File: src/inc/usc_pkg.sv
// Purpose: Shared constants and types of the serial shift unit control.
// Assumes: AHB-Lite word access, 8-bit registers in the low byte lanes.
// Notes: Offsets are byte addresses within the unit's window.
package usc_pkg;
  // Register byte offsets.
  localparam logic [7:0] USC_CTRL_OFS = 8'h00;
  localparam logic [7:0] USC_STAT_OFS = 8'h04;
  localparam logic [7:0] USC_DATA_OFS = 8'h08;
  localparam logic [7:0] USC_PORT_OFS = 8'h0c;
  // Control register fields.
  localparam int USC_C_SIE = 7;
  localparam int USC_C_OIE = 6;
  localparam int USC_C_WM = 4;
  localparam int USC_C_CS = 2;
  localparam int USC_C_CLK = 1;
  localparam int USC_C_TC = 0;
  // Status register fields.
  localparam int USC_S_SIF = 7;
  localparam int USC_S_OIF = 6;
  // Pin input read-back positions in the port register.
  localparam int USC_P_SDA_IN = 6;
  localparam int USC_P_SCL_IN = 7;
  // Wire modes.
  localparam logic [1:0] USC_WM_OFF = 2'h0;
  localparam logic [1:0] USC_WM_THREE = 2'h1;
  localparam logic [1:0] USC_WM_TWO = 2'h2;
  localparam logic [1:0] USC_WM_TWO_HOLD = 2'h3;
  // Clock sources.
  localparam logic [1:0] USC_CS_SOFT = 2'h0;
  localparam logic [1:0] USC_CS_TMR = 2'h1;
  // Bus and counter constants.
  localparam logic [2:0] USC_HSIZE_WORD = 3'h2;
  localparam logic [1:0] USC_HRESP_OKAY = 2'h0;
  localparam logic [3:0] USC_CNT_MAX = 4'hf;
  localparam logic [3:0] USC_CNT_ONE = 4'h1;
  localparam logic [7:0] USC_BYTE_ZERO = 8'h00;
  localparam logic [23:0] USC_PAD_ZERO = 24'h000000;
  // One drive of a pin: level and output enable.
  typedef struct packed {
    logic o;
    logic oe;
  } usc_pin_type;
  // Port bits and directions, in register bit order 5..0.
  typedef struct packed {
    logic scl_dir;
    logic scl_port;
    logic sda_dir;
    logic sda_port;
    logic do_dir;
    logic do_port;
  } usc_port_type;
  // Captured address phase.
  typedef struct packed {
    logic [7:0] ofs;
    logic wr;
    logic rd;
  } usc_aphase_type;
endpackage : usc_pkg

File: src/core/usc_serial_ctrl.sv
// Purpose: Control logic of a universal serial shift unit on AHB-Lite.
// Assumes: Pins arrive asynchronous; timer match is a same-clock pulse.
// Notes: Pin drives and interrupt requests are registered outputs.
//
// Design decisions made here: the AHB-Lite interface to the registers and the register offsets.
`timescale 1ns/1ps
`default_nettype none
module usc_serial_ctrl
  import usc_pkg::*;
#(
  parameter int SYNC_STAGES = 3
)
(
  input wire logic hclk,
  input wire logic hresetn,
  input wire logic ce,
  input wire logic hsel,
  input wire logic [31:0] haddr,
  input wire logic [1:0] htrans,
  input wire logic hwrite,
  input wire logic [2:0] hsize,
  input wire logic [31:0] hwdata,
  input wire logic hready,
  output logic [31:0] hrdata,
  output logic hreadyout,
  output logic [1:0] hresp,
  input wire logic tmr_match,
  input wire logic sda_i,
  output logic sda_o,
  output logic sda_oe,
  output logic sda_pullup,
  input wire logic scl_i,
  output logic scl_o,
  output logic scl_oe,
  output logic scl_pullup,
  output logic do_o,
  output logic do_oe,
  output logic do_pullup,
  output logic ovf_irq,
  output logic start_irq
);

  // True for both two-wire modes.
  function automatic logic two_wire(input logic [1:0] wm);
    two_wire = wm[1];
  endfunction : two_wire

  usc_aphase_type aph_q;
  logic ready_q;
  logic [31:0] rdata_q;
  logic sie_q;
  logic oie_q;
  logic [1:0] wm_q;
  logic [1:0] cs_q;
  logic sel_q;
  usc_port_type port_q;
  logic [7:0] shreg_q;
  logic [7:0] shreg_d;
  logic latch_q;
  logic [3:0] cnt_q;
  logic oif_q;
  logic oif_d;
  logic sif_q;
  logic sif_d;
  usc_pin_type sda_q;
  usc_pin_type scl_q;
  usc_pin_type do_q;
  usc_pin_type sda_d;
  usc_pin_type scl_d;
  usc_pin_type do_d;
  logic sda_pu_q;
  logic scl_pu_q;
  logic do_pu_q;
  logic ovf_irq_q;
  logic start_irq_q;
  logic [1:0] pin_in;
  logic [1:0] filt;
  logic [1:0] rise;
  logic [1:0] fall;
  logic wr_ctrl;
  logic wr_stat;
  logic wr_data;
  logic wr_port;
  logic soft_strobe;
  logic tc_strobe;
  logic tmr_tick;
  logic ext_shift;
  logic shift_tick;
  logic cnt_tick;
  logic ovf_set;
  logic start_det;
  logic latch_edge;
  logic [7:0] rd_byte;

  // Read data and ready come straight from their registers; the response is fixed at OKAY.
  assign hrdata = rdata_q;
  assign hreadyout = ready_q;
  assign hresp = USC_HRESP_OKAY;

  // Address phase capture; a read costs one wait state.
  always_ff @(posedge hclk or negedge hresetn)
  begin
    if (!hresetn)
    begin
      aph_q <= '0;
      ready_q <= 1'b1;
      rdata_q <= '0;
    end
    else if (ce)
    begin
      if (aph_q.rd)
      begin
        rdata_q <= {USC_PAD_ZERO, rd_byte};
        ready_q <= 1'b1;
        aph_q <= '0;
      end
      else if (hready)
      begin
        aph_q.ofs <= haddr[7:0];
        aph_q.wr <= hsel & htrans[1] & hwrite &
                    (hsize == USC_HSIZE_WORD);
        aph_q.rd <= hsel & htrans[1] & ~hwrite;
        ready_q <= ~(hsel & htrans[1] & ~hwrite);
      end
    end
  end

  // Write strobes of the data phase.
  assign wr_ctrl = aph_q.wr && (aph_q.ofs == USC_CTRL_OFS);
  assign wr_stat = aph_q.wr && (aph_q.ofs == USC_STAT_OFS);
  assign wr_data = aph_q.wr && (aph_q.ofs == USC_DATA_OFS);
  assign wr_port = aph_q.wr && (aph_q.ofs == USC_PORT_OFS);

  // Read mux; unmapped offsets read as zero.
  always_comb
  begin
    rd_byte = USC_BYTE_ZERO;
    case (aph_q.ofs)
      USC_CTRL_OFS:
        rd_byte = {sie_q, oie_q, wm_q, cs_q, 1'b0, 1'b0};
      USC_STAT_OFS:
        rd_byte = {sif_q, oif_q, 2'b00, cnt_q};
      USC_DATA_OFS:
        rd_byte = shreg_q;
      USC_PORT_OFS:
        rd_byte = {filt[1], filt[0], port_q};
      default:
        rd_byte = USC_BYTE_ZERO;
    endcase
  end

  // Pin inputs: three flops, a change counts when the last two agree.
  assign pin_in = {scl_i, sda_i};
  generate
    for (genvar g = 0; g < 2; g++)
    begin : g_sync
      logic [SYNC_STAGES-1:0] chain_q;
      logic filt_q;
      logic agree;
      // Synchroniser chain; its first stage feeds only the second.
      always_ff @(posedge hclk or negedge hresetn)
      begin
        if (!hresetn)
          chain_q <= '0;
        else if (ce)
          chain_q <= {chain_q[SYNC_STAGES-2:0], pin_in[g]};
      end
      assign agree = chain_q[SYNC_STAGES-1] == chain_q[SYNC_STAGES-2];
      // Filtered level, held until the last two stages agree.
      always_ff @(posedge hclk or negedge hresetn)
      begin
        if (!hresetn)
          filt_q <= 1'b0;
        else if (ce && agree)
          filt_q <= chain_q[SYNC_STAGES-1];
      end
      assign filt[g] = filt_q;
      assign rise[g] = agree & chain_q[SYNC_STAGES-1] & ~filt_q;
      assign fall[g] = agree & ~chain_q[SYNC_STAGES-1] & filt_q;
    end
  endgenerate

  // Clock events; strobes use the value being written.
  assign soft_strobe = wr_ctrl && hwdata[USC_C_CLK] &&
    (hwdata[USC_C_CS+1:USC_C_CS] == USC_CS_SOFT);
  assign tc_strobe = wr_ctrl && hwdata[USC_C_TC];
  assign tmr_tick = (cs_q == USC_CS_TMR) && tmr_match;
  assign ext_shift = cs_q[1] & (cs_q[0] ? fall[1] : rise[1]);
  assign shift_tick = soft_strobe | tmr_tick | ext_shift;
  // Counter: strobe, timer, both external edges, or toggle.
  always_comb
  begin
    cnt_tick = soft_strobe | tmr_tick;
    if (wr_ctrl && hwdata[USC_C_CS+1])
      cnt_tick = hwdata[USC_C_CLK] ? tc_strobe : 1'b0;
    else if (cs_q[1])
      cnt_tick = soft_strobe | (~sel_q & (rise[1] | fall[1]));
  end

  // Control register; strobe bits read as zero, but the clock bit is kept as sel_q for external sources.
  always_ff @(posedge hclk or negedge hresetn)
  begin
    if (!hresetn)
    begin
      sie_q <= 1'b0;
      oie_q <= 1'b0;
      wm_q <= USC_WM_OFF;
      cs_q <= USC_CS_SOFT;
      sel_q <= 1'b0;
    end
    else if (ce && wr_ctrl)
    begin
      sie_q <= hwdata[USC_C_SIE];
      oie_q <= hwdata[USC_C_OIE];
      wm_q <= hwdata[USC_C_WM+1:USC_C_WM];
      cs_q <= hwdata[USC_C_CS+1:USC_C_CS];
      sel_q <= hwdata[USC_C_CLK] & hwdata[USC_C_CS+1];
    end
  end

  // Port bits; a toggle write inverts the clock port bit.
  always_ff @(posedge hclk or negedge hresetn)
  begin
    if (!hresetn)
      port_q <= '0;
    else if (ce)
    begin
      if (wr_port)
        port_q <= hwdata[5:0];
      else if (tc_strobe)
        port_q.scl_port <= ~port_q.scl_port;
    end
  end

  // Shift register; a bus write wins over a shift.
  always_comb
  begin
    shreg_d = shreg_q;
    if (wr_data)
      shreg_d = hwdata[7:0];
    else if (shift_tick)
      shreg_d = {shreg_q[6:0], filt[0]};
  end

  always_ff @(posedge hclk or negedge hresetn)
  begin
    if (!hresetn)
      shreg_q <= '0;
    else if (ce)
      shreg_q <= shreg_d;
  end

  // Output latch: transparent for internal clocks, else opposite edge.
  assign latch_edge = cs_q[0] ? rise[1] : fall[1];
  always_ff @(posedge hclk or negedge hresetn)
  begin
    if (!hresetn)
      latch_q <= 1'b0;
    else if (ce)
    begin
      if (!cs_q[1] || wr_data || latch_edge)
        latch_q <= shreg_d[7];
    end
  end

  // Four-bit counter; a bus write wins over a count.
  always_ff @(posedge hclk or negedge hresetn)
  begin
    if (!hresetn)
      cnt_q <= '0;
    else if (ce)
    begin
      if (wr_stat)
        cnt_q <= hwdata[3:0];
      else if (cnt_tick)
        cnt_q <= cnt_q + USC_CNT_ONE;
    end
  end

  // Flags: a start set wins over a write-one clear; a status write blocks any overflow set.
  assign ovf_set = cnt_tick && !wr_stat && (cnt_q == USC_CNT_MAX);
  assign start_det = two_wire(wm_q) & filt[1] & ~fall[1] & fall[0];
  assign oif_d = ovf_set |
    (oif_q & ~(wr_stat & hwdata[USC_S_OIF]));
  assign sif_d = start_det |
    (sif_q & ~(wr_stat & hwdata[USC_S_SIF]));

  always_ff @(posedge hclk or negedge hresetn)
  begin
    if (!hresetn)
    begin
      oif_q <= 1'b0;
      sif_q <= 1'b0;
    end
    else if (ce)
    begin
      oif_q <= oif_d;
      sif_q <= sif_d;
    end
  end

  // Pin drive and pull-up selection by wire mode.
  always_comb
  begin
    sda_d = '{o: port_q.sda_port, oe: port_q.sda_dir};
    scl_d = '{o: port_q.scl_port, oe: port_q.scl_dir};
    do_d = '{o: port_q.do_port, oe: port_q.do_dir};
    if (wm_q == USC_WM_THREE)
      do_d.o = latch_q;
    if (two_wire(wm_q))
    begin
      sda_d.o = 1'b0;
      sda_d.oe = port_q.sda_dir &
        (~latch_q | ~port_q.sda_port);
      scl_d.o = 1'b0;
      scl_d.oe = port_q.scl_dir &
        (~port_q.scl_port | sif_q |
        ((wm_q == USC_WM_TWO_HOLD) & oif_q));
    end
  end

  // Registered pin outputs.
  always_ff @(posedge hclk or negedge hresetn)
  begin
    if (!hresetn)
    begin
      sda_q <= '0;
      scl_q <= '0;
      do_q <= '0;
      sda_pu_q <= 1'b0;
      scl_pu_q <= 1'b0;
      do_pu_q <= 1'b0;
    end
    else if (ce)
    begin
      sda_q <= sda_d;
      scl_q <= scl_d;
      do_q <= do_d;
      sda_pu_q <= ~port_q.sda_dir & port_q.sda_port &
        ~two_wire(wm_q);
      scl_pu_q <= ~port_q.scl_dir & port_q.scl_port &
        ~two_wire(wm_q);
      do_pu_q <= ~port_q.do_dir & port_q.do_port;
    end
  end

  assign sda_o = sda_q.o;
  assign sda_oe = sda_q.oe;
  assign scl_o = scl_q.o;
  assign scl_oe = scl_q.oe;
  assign do_o = do_q.o;
  assign do_oe = do_q.oe;
  assign sda_pullup = sda_pu_q;
  assign scl_pullup = scl_pu_q;
  assign do_pullup = do_pu_q;

  // Request levels follow flag and enable one cycle later, so a pending flag asks on the cycle after its enable is set.
  always_ff @(posedge hclk or negedge hresetn)
  begin
    if (!hresetn)
    begin
      ovf_irq_q <= 1'b0;
      start_irq_q <= 1'b0;
    end
    else if (ce)
    begin
      ovf_irq_q <= oie_q & oif_q;
      start_irq_q <= sie_q & sif_q;
    end
  end

  assign ovf_irq = ovf_irq_q;
  assign start_irq = start_irq_q;

endmodule : usc_serial_ctrl
`default_nettype wire

File: config.mk
export PLATFORM = sky130hd
export DESIGN_NAME = usc_serial_ctrl
export DESIGN_NICKNAME = d
export VERILOG_FILES = /design/src/inc/usc_pkg.sv /design/src/core/usc_serial_ctrl.sv
export SDC_FILE = /design/constraint.sdc
export NUM_CORES = 1
export LEC_CHECK = 0
export BUFFER_PORTS_ARGS = -buffer_cell sky130_fd_sc_hd__buf_2
export CORE_MARGIN = 2
export CORE_UTILIZATION = 35
export CTS_BUF_LIST = sky130_fd_sc_hd__clkbuf_4 sky130_fd_sc_hd__clkbuf_8 sky130_fd_sc_hd__clkbuf_16
export DETAILED_ROUTE_END_ITERATION = 8
export SYNTH_ARGS = -nofsm -noshare
export SYNTH_HDL_FRONTEND = slang
export SYNTH_SLANG_ARGS = --single-unit
File: constraint.sdc
create_clock -name hclk -period 3.2 [get_ports hclk]
set_input_delay 0.64 -clock hclk [delete_from_list [all_inputs] [get_ports hclk]]
set_output_delay 0.64 -clock hclk [all_outputs]
set_load 0.03 [all_outputs]
==> results.sh, run 1 <==
export IMPL_yosysSeqAreaShare_pct=46.7
export IMPL_power_leakage_nw=1.88
export IMPL_nNetsFinal=488
export IMPL_met3_usage_pct=3.81
export IMPL_crit_required_ns=3.43
export IMPL_cp_max_fo=19
export IMPL_area_delta_synth_final_pct=13.6
export IMPL_final_min_clock_period_ns=2.34
export IMPL_grt_pass1_vias=2668
export IMPL_cap_violations=0
export IMPL_holdBufCountCts=0
export IMPL_drc=0
export IMPL_tightest_slew_ns=0.715
export IMPL_ant_nets=0
export IMPL_antenna_found_initial=0
export IMPL_powerDensity_nw_per_um2=563
export IMPL_grt_setup_unrepaired="no"
export IMPL_total_power_mw=2.27
export IMPL_ys_flop_type="dfrtp_1"
export IMPL_num_vias=2822
export IMPL_finClkSkew_ns=0.00728
export IMPL_cp_slowest_cell="dfrtp_1"
export IMPL_timing_rr_end="oif_q"
export IMPL_yosysWarnings=0
export IMPL_diodes=0
export IMPL_netlist_instances=361
export IMPL_hold_violations=0
export IMPL_root_buffer="clkbuf_8"
export IMPL_die_area_um2=10900
export IMPL_arrival_ns=2.57
export IMPL_cts_made_buffers=9
export IMPL_drt_iter0_markers=226
export IMPL_crit_path_max_incr_delay_ns=0.80
export IMPL_post_cts_setup_buffers=0
export IMPL_num_io_pins=124
export IMPL_grt_usage_pct=16.3
export IMPL_fmax_mhz=428
export IMPL_core_area_um2=9820
export IMPL_hold_path_class="input port to async pin"
export IMPL_async_flop_share_pct=100
export IMPL_reg2regPathDepth=4
export IMPL_drive_gt1_share_pct=20.5
export IMPL_cp_top_family="simple AND/OR/NAND/NOR gates"
export IMPL_fin_tns_setup_ns=0
export IMPL_cts_resized_gates=0
export IMPL_final_cell_mix="65 x dfrtp_1, 48 x buf_2, 47 x nand2_1"
export IMPL_gp_congestion=0.891
export IMPL_tritoncts="built"
export IMPL_vdd_ir_drop_max_mv=0.214
export IMPL_overflow=0
export IMPL_end_kind="flop"
export IMPL_synth_seq_cells=66
export IMPL_start_kind="flop"
export IMPL_period_share_pct=73.0
export IMPL_die_w_um=105
export IMPL_mostFrequentLayoutCell="dfrtp_1"
export IMPL_netlist_area_um2=3540
export IMPL_cts_reportedPaths_clkPinSlew_ns=0.07
export IMPL_fillers=1004
export IMPL_clockBufferDepth=2
export IMPL_placed_cells=528
export IMPL_critPathBufInv=1
export IMPL_fp_dieH_um=105
export IMPL_busiest_layer="met2"
export IMPL_synth_edf_count=0
export IMPL_viasPerCell=5.20
export IMPL_max_slew_margin_rel_pct=52.4
export IMPL_rows=36
export IMPL_dr_pass1_iters=4
export IMPL_wl_per_cell_um=15.7
export IMPL_wl_um=8510
export IMPL_path_cells="inv_1 > nor4_2 > nand3_1 > a22o_1"
export IMPL_layout_cells_non_filler=543
export IMPL_finalMaxSlewViolations=0
export IMPL_reg2reg_from="aph_q[4]"
export IMPL_setup_viol=0
export IMPL_place_port_buffers=48
export IMPL_grt_start_max_net_pins=67
export IMPL_grt_pass1_wl_um=14100
export IMPL_dp_hpwl_um=6160
export IMPL_start_util_pct=36.1
export IMPL_synth_distinct_cells=52
export IMPL_met1_usage_pct=22.5
export IMPL_met2_usage_pct=25.2
export IMPL_path_class="flop to flop"
export IMPL_numClockSinks=66
export IMPL_insertion_delay_ns=0.34
export IMPL_syn_avg_cell_area_um2=9.81
export IMPL_cts_htree_levels=3
export IMPL_outcome="complete, no violations"
export IMPL_rrSetupSlack_ns=0.86
## through the flow
| step | util (%) | setup WS, ns | instance area, um2 | hold WS (ns) |
|---|---|---|---|---|
| global route | 41.0 | 0.761 | 4020 | 0.321 |
| floorplan | - | 1.25 | 3640 | 0.344 |
| CTS | 41.0 | 0.899 | 4020 | 0.320 |
| detailed placement | 38.9 | 0.884 | 3820 | 0.454 |
| finish | 41.0 | 0.864 | 4020 | 0.297 |
| global placement | 38.9 | 0.871 | 3820 | 0.445 |
## how the worst max path moves through the flow
stage	from	to	slack [ns]	cells past startpoint
floorplan	aph_q[7]	port_q[3]	1.25	5
detailed placement	ce	port_q[5]	0.88	4
finish	aph_q[4]	oif_q	0.86	4
global route	aph_q[4]	oif_q	0.76	4
global placement	ce	port_q[5]	0.87	4
CTS	aph_q[4]	oif_q	0.90	4
## layout make-up
cell class	count	area, um2	area share (%)
Inverter	13	48.8	1.21
Sequential cell	66	1650	41.1
Timing Repair Buffer	53	290	7.22
Multi-Input combinational cell	263	1660	41.3
Clock buffer	11	151	3.76
Clock inverter	4	51.3	1.28
Tap cell	133	166	4.14
## Yosys cell counts (4+ instances only)
library cell / n / area [um2]
nand4_1: 8 / 50.1
and3_1: 4 / 25.0
nor4b_1: 4 / 35.0
nand3b_1: 5 / 37.5
nand3_1: 12 / 60.1
o31ai_1: 7 / 52.6
buf_4: 28 / 210
a21oi_1: 6 / 30.0
ha_1: 4 / 50.1
dfrtp_1: 65 / 1630
inv_1: 12 / 45.0
nor2b_1: 10 / 62.6
mux2i_1: 16 / 160
o22ai_1: 4 / 25.0
clkbuf_1: 12 / 45.0
o21ai_0: 29 / 145
nand2_1: 47 / 176
mux2_1: 5 / 56.3
a22o_1: 7 / 61.3
a31oi_1: 7 / 43.8
a221oi_1: 5 / 43.8
nor2_1: 18 / 67.6
## kinds of logic after synthesis
kind of cell | count (synthesis) | share of synthesized area [%]
compound gates | 85 | 16.5
buf+inv | 57 | 9.08
other cells | 1 | 0.106
simple gates | 124 | 19.1
mux | 24 | 7.06
flops | 66 | 46.7
fa+ha+maj | 4 | 1.41
## power breakdown
part	internal, mW	switching (mW)
sequential	0.954	0.138
combinational	0.181	0.274
clock	0.398	0.321
total	1.53	0.733
## sequential cells by signal (all words and copies together), names as in the netlist, 2 cells and up
name            flops
g_sync.filt_q       2
hrdata              8
port_q              5
wm_q                2
cs_q                2
aph_q              10
shreg_q             8
g_sync.chain_q      6
cnt_q               4
## layer usage
| metal | vias up | share of wire, % |
|---|---|---|
| li1 | 1342 | - |
| met1 | 1357 | 46 |
| met2 | 111 | 46 |
| met3 | 12 | 6.2 |
| met4 | 0 | 1.7 |
| met5 | - | 0 |
Power figures use the tool's default switching activity.
==> run 2, diff against run 1 <==
==> constraint.sdc (replaced) <==
create_clock -name hclk -period 2.21 [get_ports hclk]
set_input_delay 0.442 -clock hclk [delete_from_list [all_inputs] [get_ports hclk]]
set_output_delay 0.442 -clock hclk [all_outputs]
set_load 0.03 [all_outputs]
==> results.sh, run 2 (synthesized netlist as in run 1, its figures left out) <==
export IMPL_largest_register_ffs=10
export IMPL_startpoint="aph_q[7]"
export IMPL_grt_pass1_vias=2714
export IMPL_grt_usage_pct=16.5
export IMPL_antenna_found_initial=0
export IMPL_end_kind="flop"
export IMPL_hold_violations=0
export IMPL_holdBufCountCts=0
export IMPL_timing_rr_end="oif_q"
export IMPL_fmax_mhz=478
export IMPL_mostFrequentLayoutCell="dfrtp_1"
export IMPL_core_area_um2=9820
export IMPL_area_delta_synth_final_pct=18.2
export IMPL_start_kind="flop"
export IMPL_cap_violations=0
export IMPL_die_area_um2=10900
export IMPL_grt_pass1_wl_um=14200
export IMPL_placed_cells=548
export IMPL_wl_um=8580
export IMPL_drt_iter0_markers=211
export IMPL_regArea_um2=1650
export IMPL_postLayoutCellArea_um2=4190
export IMPL_fp_dieH_um=105
export IMPL_cp_max_fo=5
export IMPL_numClockSinks=66
export IMPL_num_vias=2881
export IMPL_ant_nets=0
export IMPL_reg2regPathDepth=5
export IMPL_wl_per_cell_um=15.2
export IMPL_num_io_pins=124
export IMPL_powerDensity_nw_per_um2=779
export IMPL_drc=0
export IMPL_hold_path_class="input port to async pin"
export IMPL_finClkSkew_ns=0.00491
export IMPL_max_slew_margin_rel_pct=65.8
export IMPL_place_port_buffers=48
export IMPL_die_w_um=105
export IMPL_tritoncts="built"
export IMPL_crit_end="oif_q"
export IMPL_crit_path_max_incr_delay_ns=0.61
export IMPL_diodes=0
export IMPL_rows=36
export IMPL_grt_setup_unrepaired="no"
export IMPL_clockBufferDepth=2
export IMPL_layout_cells_non_filler=564
export IMPL_dp_hpwl_um=6430
export IMPL_top_register="aph_q"
export IMPL_fillers=1028
export IMPL_start_util_pct=36.1
export IMPL_overflow=0
export IMPL_setup_viol=0
export IMPL_power_leakage_nw=1.98
export IMPL_nNetsFinal=508
export IMPL_path_class="flop to flop"
export IMPL_finalMaxSlewViolations=0
export IMPL_dr_pass1_iters=4
export IMPL_cts_htree_levels=3
export IMPL_fin_util_pct=42.6
export IMPL_period_share_pct=94.6
export IMPL_final_min_clock_period_ns=2.09
export IMPL_reg2reg_from="aph_q[7]"
export IMPL_outcome="complete, no violations"
export IMPL_grt_start_max_net_pins=48
export IMPL_crit_required_ns=2.45
export IMPL_multi_input_area_um2=1680
export IMPL_root_buffer="clkbuf_8"
export IMPL_tightest_slew_ns=0.510
export IMPL_arrival_ns=2.33
export IMPL_drive_gt1_share_pct=24.6
export IMPL_vdd_ir_drop_max_mv=0.275
export IMPL_viasPerCell=5.11
export IMPL_rrSetupSlack_ns=0.12
export IMPL_cts_made_buffers=9
export IMPL_placed_cell_area_um2=3980
export IMPL_insertion_delay_ns=0.35
export IMPL_cts_reportedPaths_clkPinSlew_ns=0.07
export IMPL_cp_slowest_cell="or4_4"
export IMPL_path_cells="or4_4 > nor4_2 > buf_4 > nand3_1 > a22o_1"
export IMPL_gp_congestion=0.956
export IMPL_final_cell_mix="65 x dfrtp_1, 48 x buf_2, 47 x nand2_1"
-- run 2: worst min path at each step --
stage / slack, ns / endpoint / depth (start not counted) / startpoint
after floorplan: 0.15 / aph_q[0] / 0 / hresetn
after global placement: 0.42 / scl_o / 1 / hresetn
after detailed placement: 0.43 / scl_o / 1 / hresetn
after CTS: 0.05 / scl_o / 1 / hresetn
after global routing: 0.06 / scl_o / 1 / hresetn
final: 0.04 / scl_o / 1 / hresetn
-- run 2: routing by layer --
layer,track usage (%),up-vias,wire (um)
li1,-,1382,-
met1,22.9,1399,4040
met2,25.4,96,3960
met3,3.93,4,538
met4,5.52,0,40
met5,0,-,0
-- run 2: where the power goes --
| group | internal [mW] | switching (mW) | total [mW] |
|---|---|---|---|
| logic | 0.284 | 0.409 | 0.693 |
| registers | 1.38 | 0.189 | 1.57 |
| clock network | 0.525 | 0.473 | 0.998 |
-- run 2: final cells by class --
| type | count | area share (%) |
|---|---|---|
| Clock inverter | 6 | 1.38 |
| Sequential cell | 66 | 39.5 |
| Clock buffer | 10 | 3.14 |
| Inverter | 13 | 1.17 |
| Timing Repair Buffer | 73 | 10.8 |
| Tap cell | 133 | 3.98 |
| Multi-Input combinational cell | 263 | 40.0 |
-- run 2: stage by stage --
stage / setup TNS [ns] / power (mW) / hold WS, ns / setup slack, ns
detailed placement: -0.0657 / 2.28 / 0.426 / -0.0196
CTS: 0 / 3.28 / 0.0491 / 0.130
finish: 0 / 3.26 / 0.0357 / 0.119
global placement: -0.0358 / 2.25 / 0.422 / -0.0151
global route: 0 / 3.44 / 0.0587 / 0.000325
floorplan: 0 / 2.06 / 0.146 / 0.257
-- run 2: worst max-delay path, delay by kind of cell, from the launching register on --
kind,cells,cell delay (ns)
buffers and inverters,1,0.21
DFF,1,0.41
and+or+nand+nor,3,1.13
AOI/OAI and AO/OA,1,0.23
-- run 2: what timing repair did --
item,4_1_cts,5_1_grt
gates cloned,0,0
setup buffers,0,0
endpoints found under the setup margin,6,7
pin swaps,0,1
gates resized for setup,1,2
==> run 3, diff against run 2 <==
--- a/config.mk
+++ b/config.mk
@@ -10,6 +10,7 @@
 export CORE_UTILIZATION = 35
 export CTS_BUF_LIST = sky130_fd_sc_hd__clkbuf_4 sky130_fd_sc_hd__clkbuf_8 sky130_fd_sc_hd__clkbuf_16
 export DETAILED_ROUTE_END_ITERATION = 8
+export RECOVER_POWER = 100
 export SYNTH_ARGS = -nofsm -noshare
 export SYNTH_HDL_FRONTEND = slang
 export SYNTH_SLANG_ARGS = --single-unit
==> results.sh, run 3 (synthesized netlist as in run 1, its figures left out) <==
export IMPL_num_vias=2913
export IMPL_grt_start_max_net_pins=48
export IMPL_fillers=1038
export IMPL_final_min_clock_period_ns=2.09
export IMPL_cts_made_buffers=9
export IMPL_power_frac_comb_pct=21.0
export IMPL_drt_iter0_markers=157
export IMPL_grt_setup_unrepaired="no"
export IMPL_fp_dieH_um=105
export IMPL_p_clk_share_pct=30.7
export IMPL_startpoint="aph_q[7]"
export IMPL_area_delta_synth_final_pct=16.8
export IMPL_finalMaxSlewViolations=0
export IMPL_wl_per_cell_um=15.3
export IMPL_vdd_ir_drop_max_mv=0.284
export IMPL_overflow=0
export IMPL_gp_congestion=0.956
export IMPL_tritoncts="built"
export IMPL_mostFrequentLayoutCell="dfrtp_1"
export IMPL_cp_max_fo=5
export IMPL_reg2reg_from="aph_q[7]"
export IMPL_crit_path_max_incr_delay_ns=0.61
export IMPL_crit_required_ns=2.45
export IMPL_arrival_ns=2.33
export IMPL_top_register="aph_q"
export IMPL_drc=0
export IMPL_dp_hpwl_um=6430
export IMPL_die_w_um=105
export IMPL_dr_pass1_iters=5
export IMPL_wl_um=8610
export IMPL_rows=36
export IMPL_finClkSkew_ns=0.00561
export IMPL_fmax_mhz=478
export IMPL_path_cells="or4_4 > nor4_2 > buf_4 > nand3_1 > a22o_1"
export IMPL_postLayoutCellArea_um2=4140
export IMPL_start_util_pct=36.1
export IMPL_numClockSinks=66
export IMPL_cts_reportedPaths_clkPinSlew_ns=0.07
export IMPL_hold_violations=0
export IMPL_cts_htree_levels=3
export IMPL_powerDensity_nw_per_um2=785
export IMPL_path_class="flop to flop"
export IMPL_cp_slowest_cell="or4_4"
export IMPL_viasPerCell=5.16
export IMPL_insertion_delay_ns=0.35
export IMPL_grt_pass1_wl_um=14200
export IMPL_placed_cell_area_um2=3980
export IMPL_final_cell_mix="65 x dfrtp_1, 47 x nand2_1, 29 x o21ai_0"
export IMPL_nNetsFinal=508
export IMPL_setup_viol=0
export IMPL_root_buffer="clkbuf_8"
export IMPL_grt_pass1_vias=2714
export IMPL_outcome="complete, no violations"
export IMPL_fin_tns_setup_ns=0
export IMPL_ant_nets=0
export IMPL_tightest_slew_ns=1.09
export IMPL_hold_path_class="input port to async pin"
export IMPL_drive_gt1_share_pct=19.0
export IMPL_core_area_um2=9820
export IMPL_end_kind="flop"
export IMPL_clockBufferDepth=2
export IMPL_cap_violations=0
export IMPL_largest_register_ffs=10
export IMPL_grt_usage_pct=16.5
export IMPL_max_slew_margin_rel_pct=27.4
export IMPL_diodes=0
export IMPL_sw_frac_of_total_pct=32.8
export IMPL_start_kind="flop"
export IMPL_netSwitchingPower_mw=1.07
export IMPL_period_share_pct=94.7
export IMPL_power_leakage_nw=1.88
export IMPL_num_io_pins=124
export IMPL_die_area_um2=10900
export IMPL_antenna_found_initial=0
export IMPL_p_seq_share_pct=48.3
export IMPL_p_int_mw=2.18
export IMPL_place_port_buffers=48
## run 3: final timing paths
path / endpoint / slack (ns) / cells past startpoint
min: scl_o / 0.25 / 1
min in group hclk: aph_q[6] / 0.31 / 2
max in group asynchronous: aph_q[4] / 0.66 / 2
max: oif_q / 0.12 / 5
max reg2reg: oif_q / 0.12 / 5
min reg2reg: sel_q / 0.48 / 2
## run 3: through the flow
step | std cells | utilization (%) | total power [mW] | hold WS, ns | worst slack, ns
floorplan | 386 | - | 2.06 | 0.146 | 0.257
global placement | 548 | 40.6 | 2.25 | 0.422 | -0.0151
detailed placement | 548 | 40.6 | 2.28 | 0.426 | -0.0196
CTS | 564 | 42.5 | 3.28 | 0.0491 | 0.130
global route | 564 | 42.1 | 3.43 | 0.302 | 0.000297
finish | 564 | 42.1 | 3.25 | 0.248 | 0.116
## run 3: power groups by stage
stage / registers (mW) / clock network (mW) / logic, mW
6_report: 1.57 / 0.997 / 0.682
5_1_grt: 1.60 / 1.07 / 0.767
4_1_cts: 1.57 / 1.02 / 0.694
3_5_place_dp: 1.59 / 0 / 0.689
3_3_place_gp: 1.58 / 0 / 0.670
2_1_floorplan: 1.54 / 0 / 0.521
## run 3: area by class of cell
| type | count | area, um2 | area share [%] |
|---|---|---|---|
| well taps | 133 | 166 | 4.02 |
| inverters | 13 | 48.8 | 1.18 |
| flip-flops and latches | 66 | 1650 | 39.9 |
| multi-input cells | 263 | 1680 | 40.5 |
| clock inverters | 6 | 57.6 | 1.39 |
| clock buffers | 10 | 131 | 3.18 |
| repair buffers | 73 | 405 | 9.80 |
## run 3: what timing repair did
item	in CTS	in global routing
buffers inserted	0	0
pin swaps	0	1
hold buffers	0	0
setup endpoints to repair	6	7
resized for setup	1	2
## run 3: worst max-delay path: cells and delay by family (launching register included)
| kind | cells | cell delay, ns |
|---|---|---|
| AO/OA/AOI/OAI | 1 | 0.23 |
| buffers and inverters | 1 | 0.21 |
| flip-flops | 1 | 0.41 |
| AND/OR/NAND/NOR | 3 | 1.14 |
## run 3: layer usage
metal | part of all wire (%) | vias up | GRT usage, %
li1 | - | 1381 | -
met1 | 47 | 1423 | 22.9
met2 | 45 | 96 | 25.4
met3 | 6.1 | 13 | 3.93
met4 | 1.3 | 0 | 5.52
met5 | 0 | - | 0
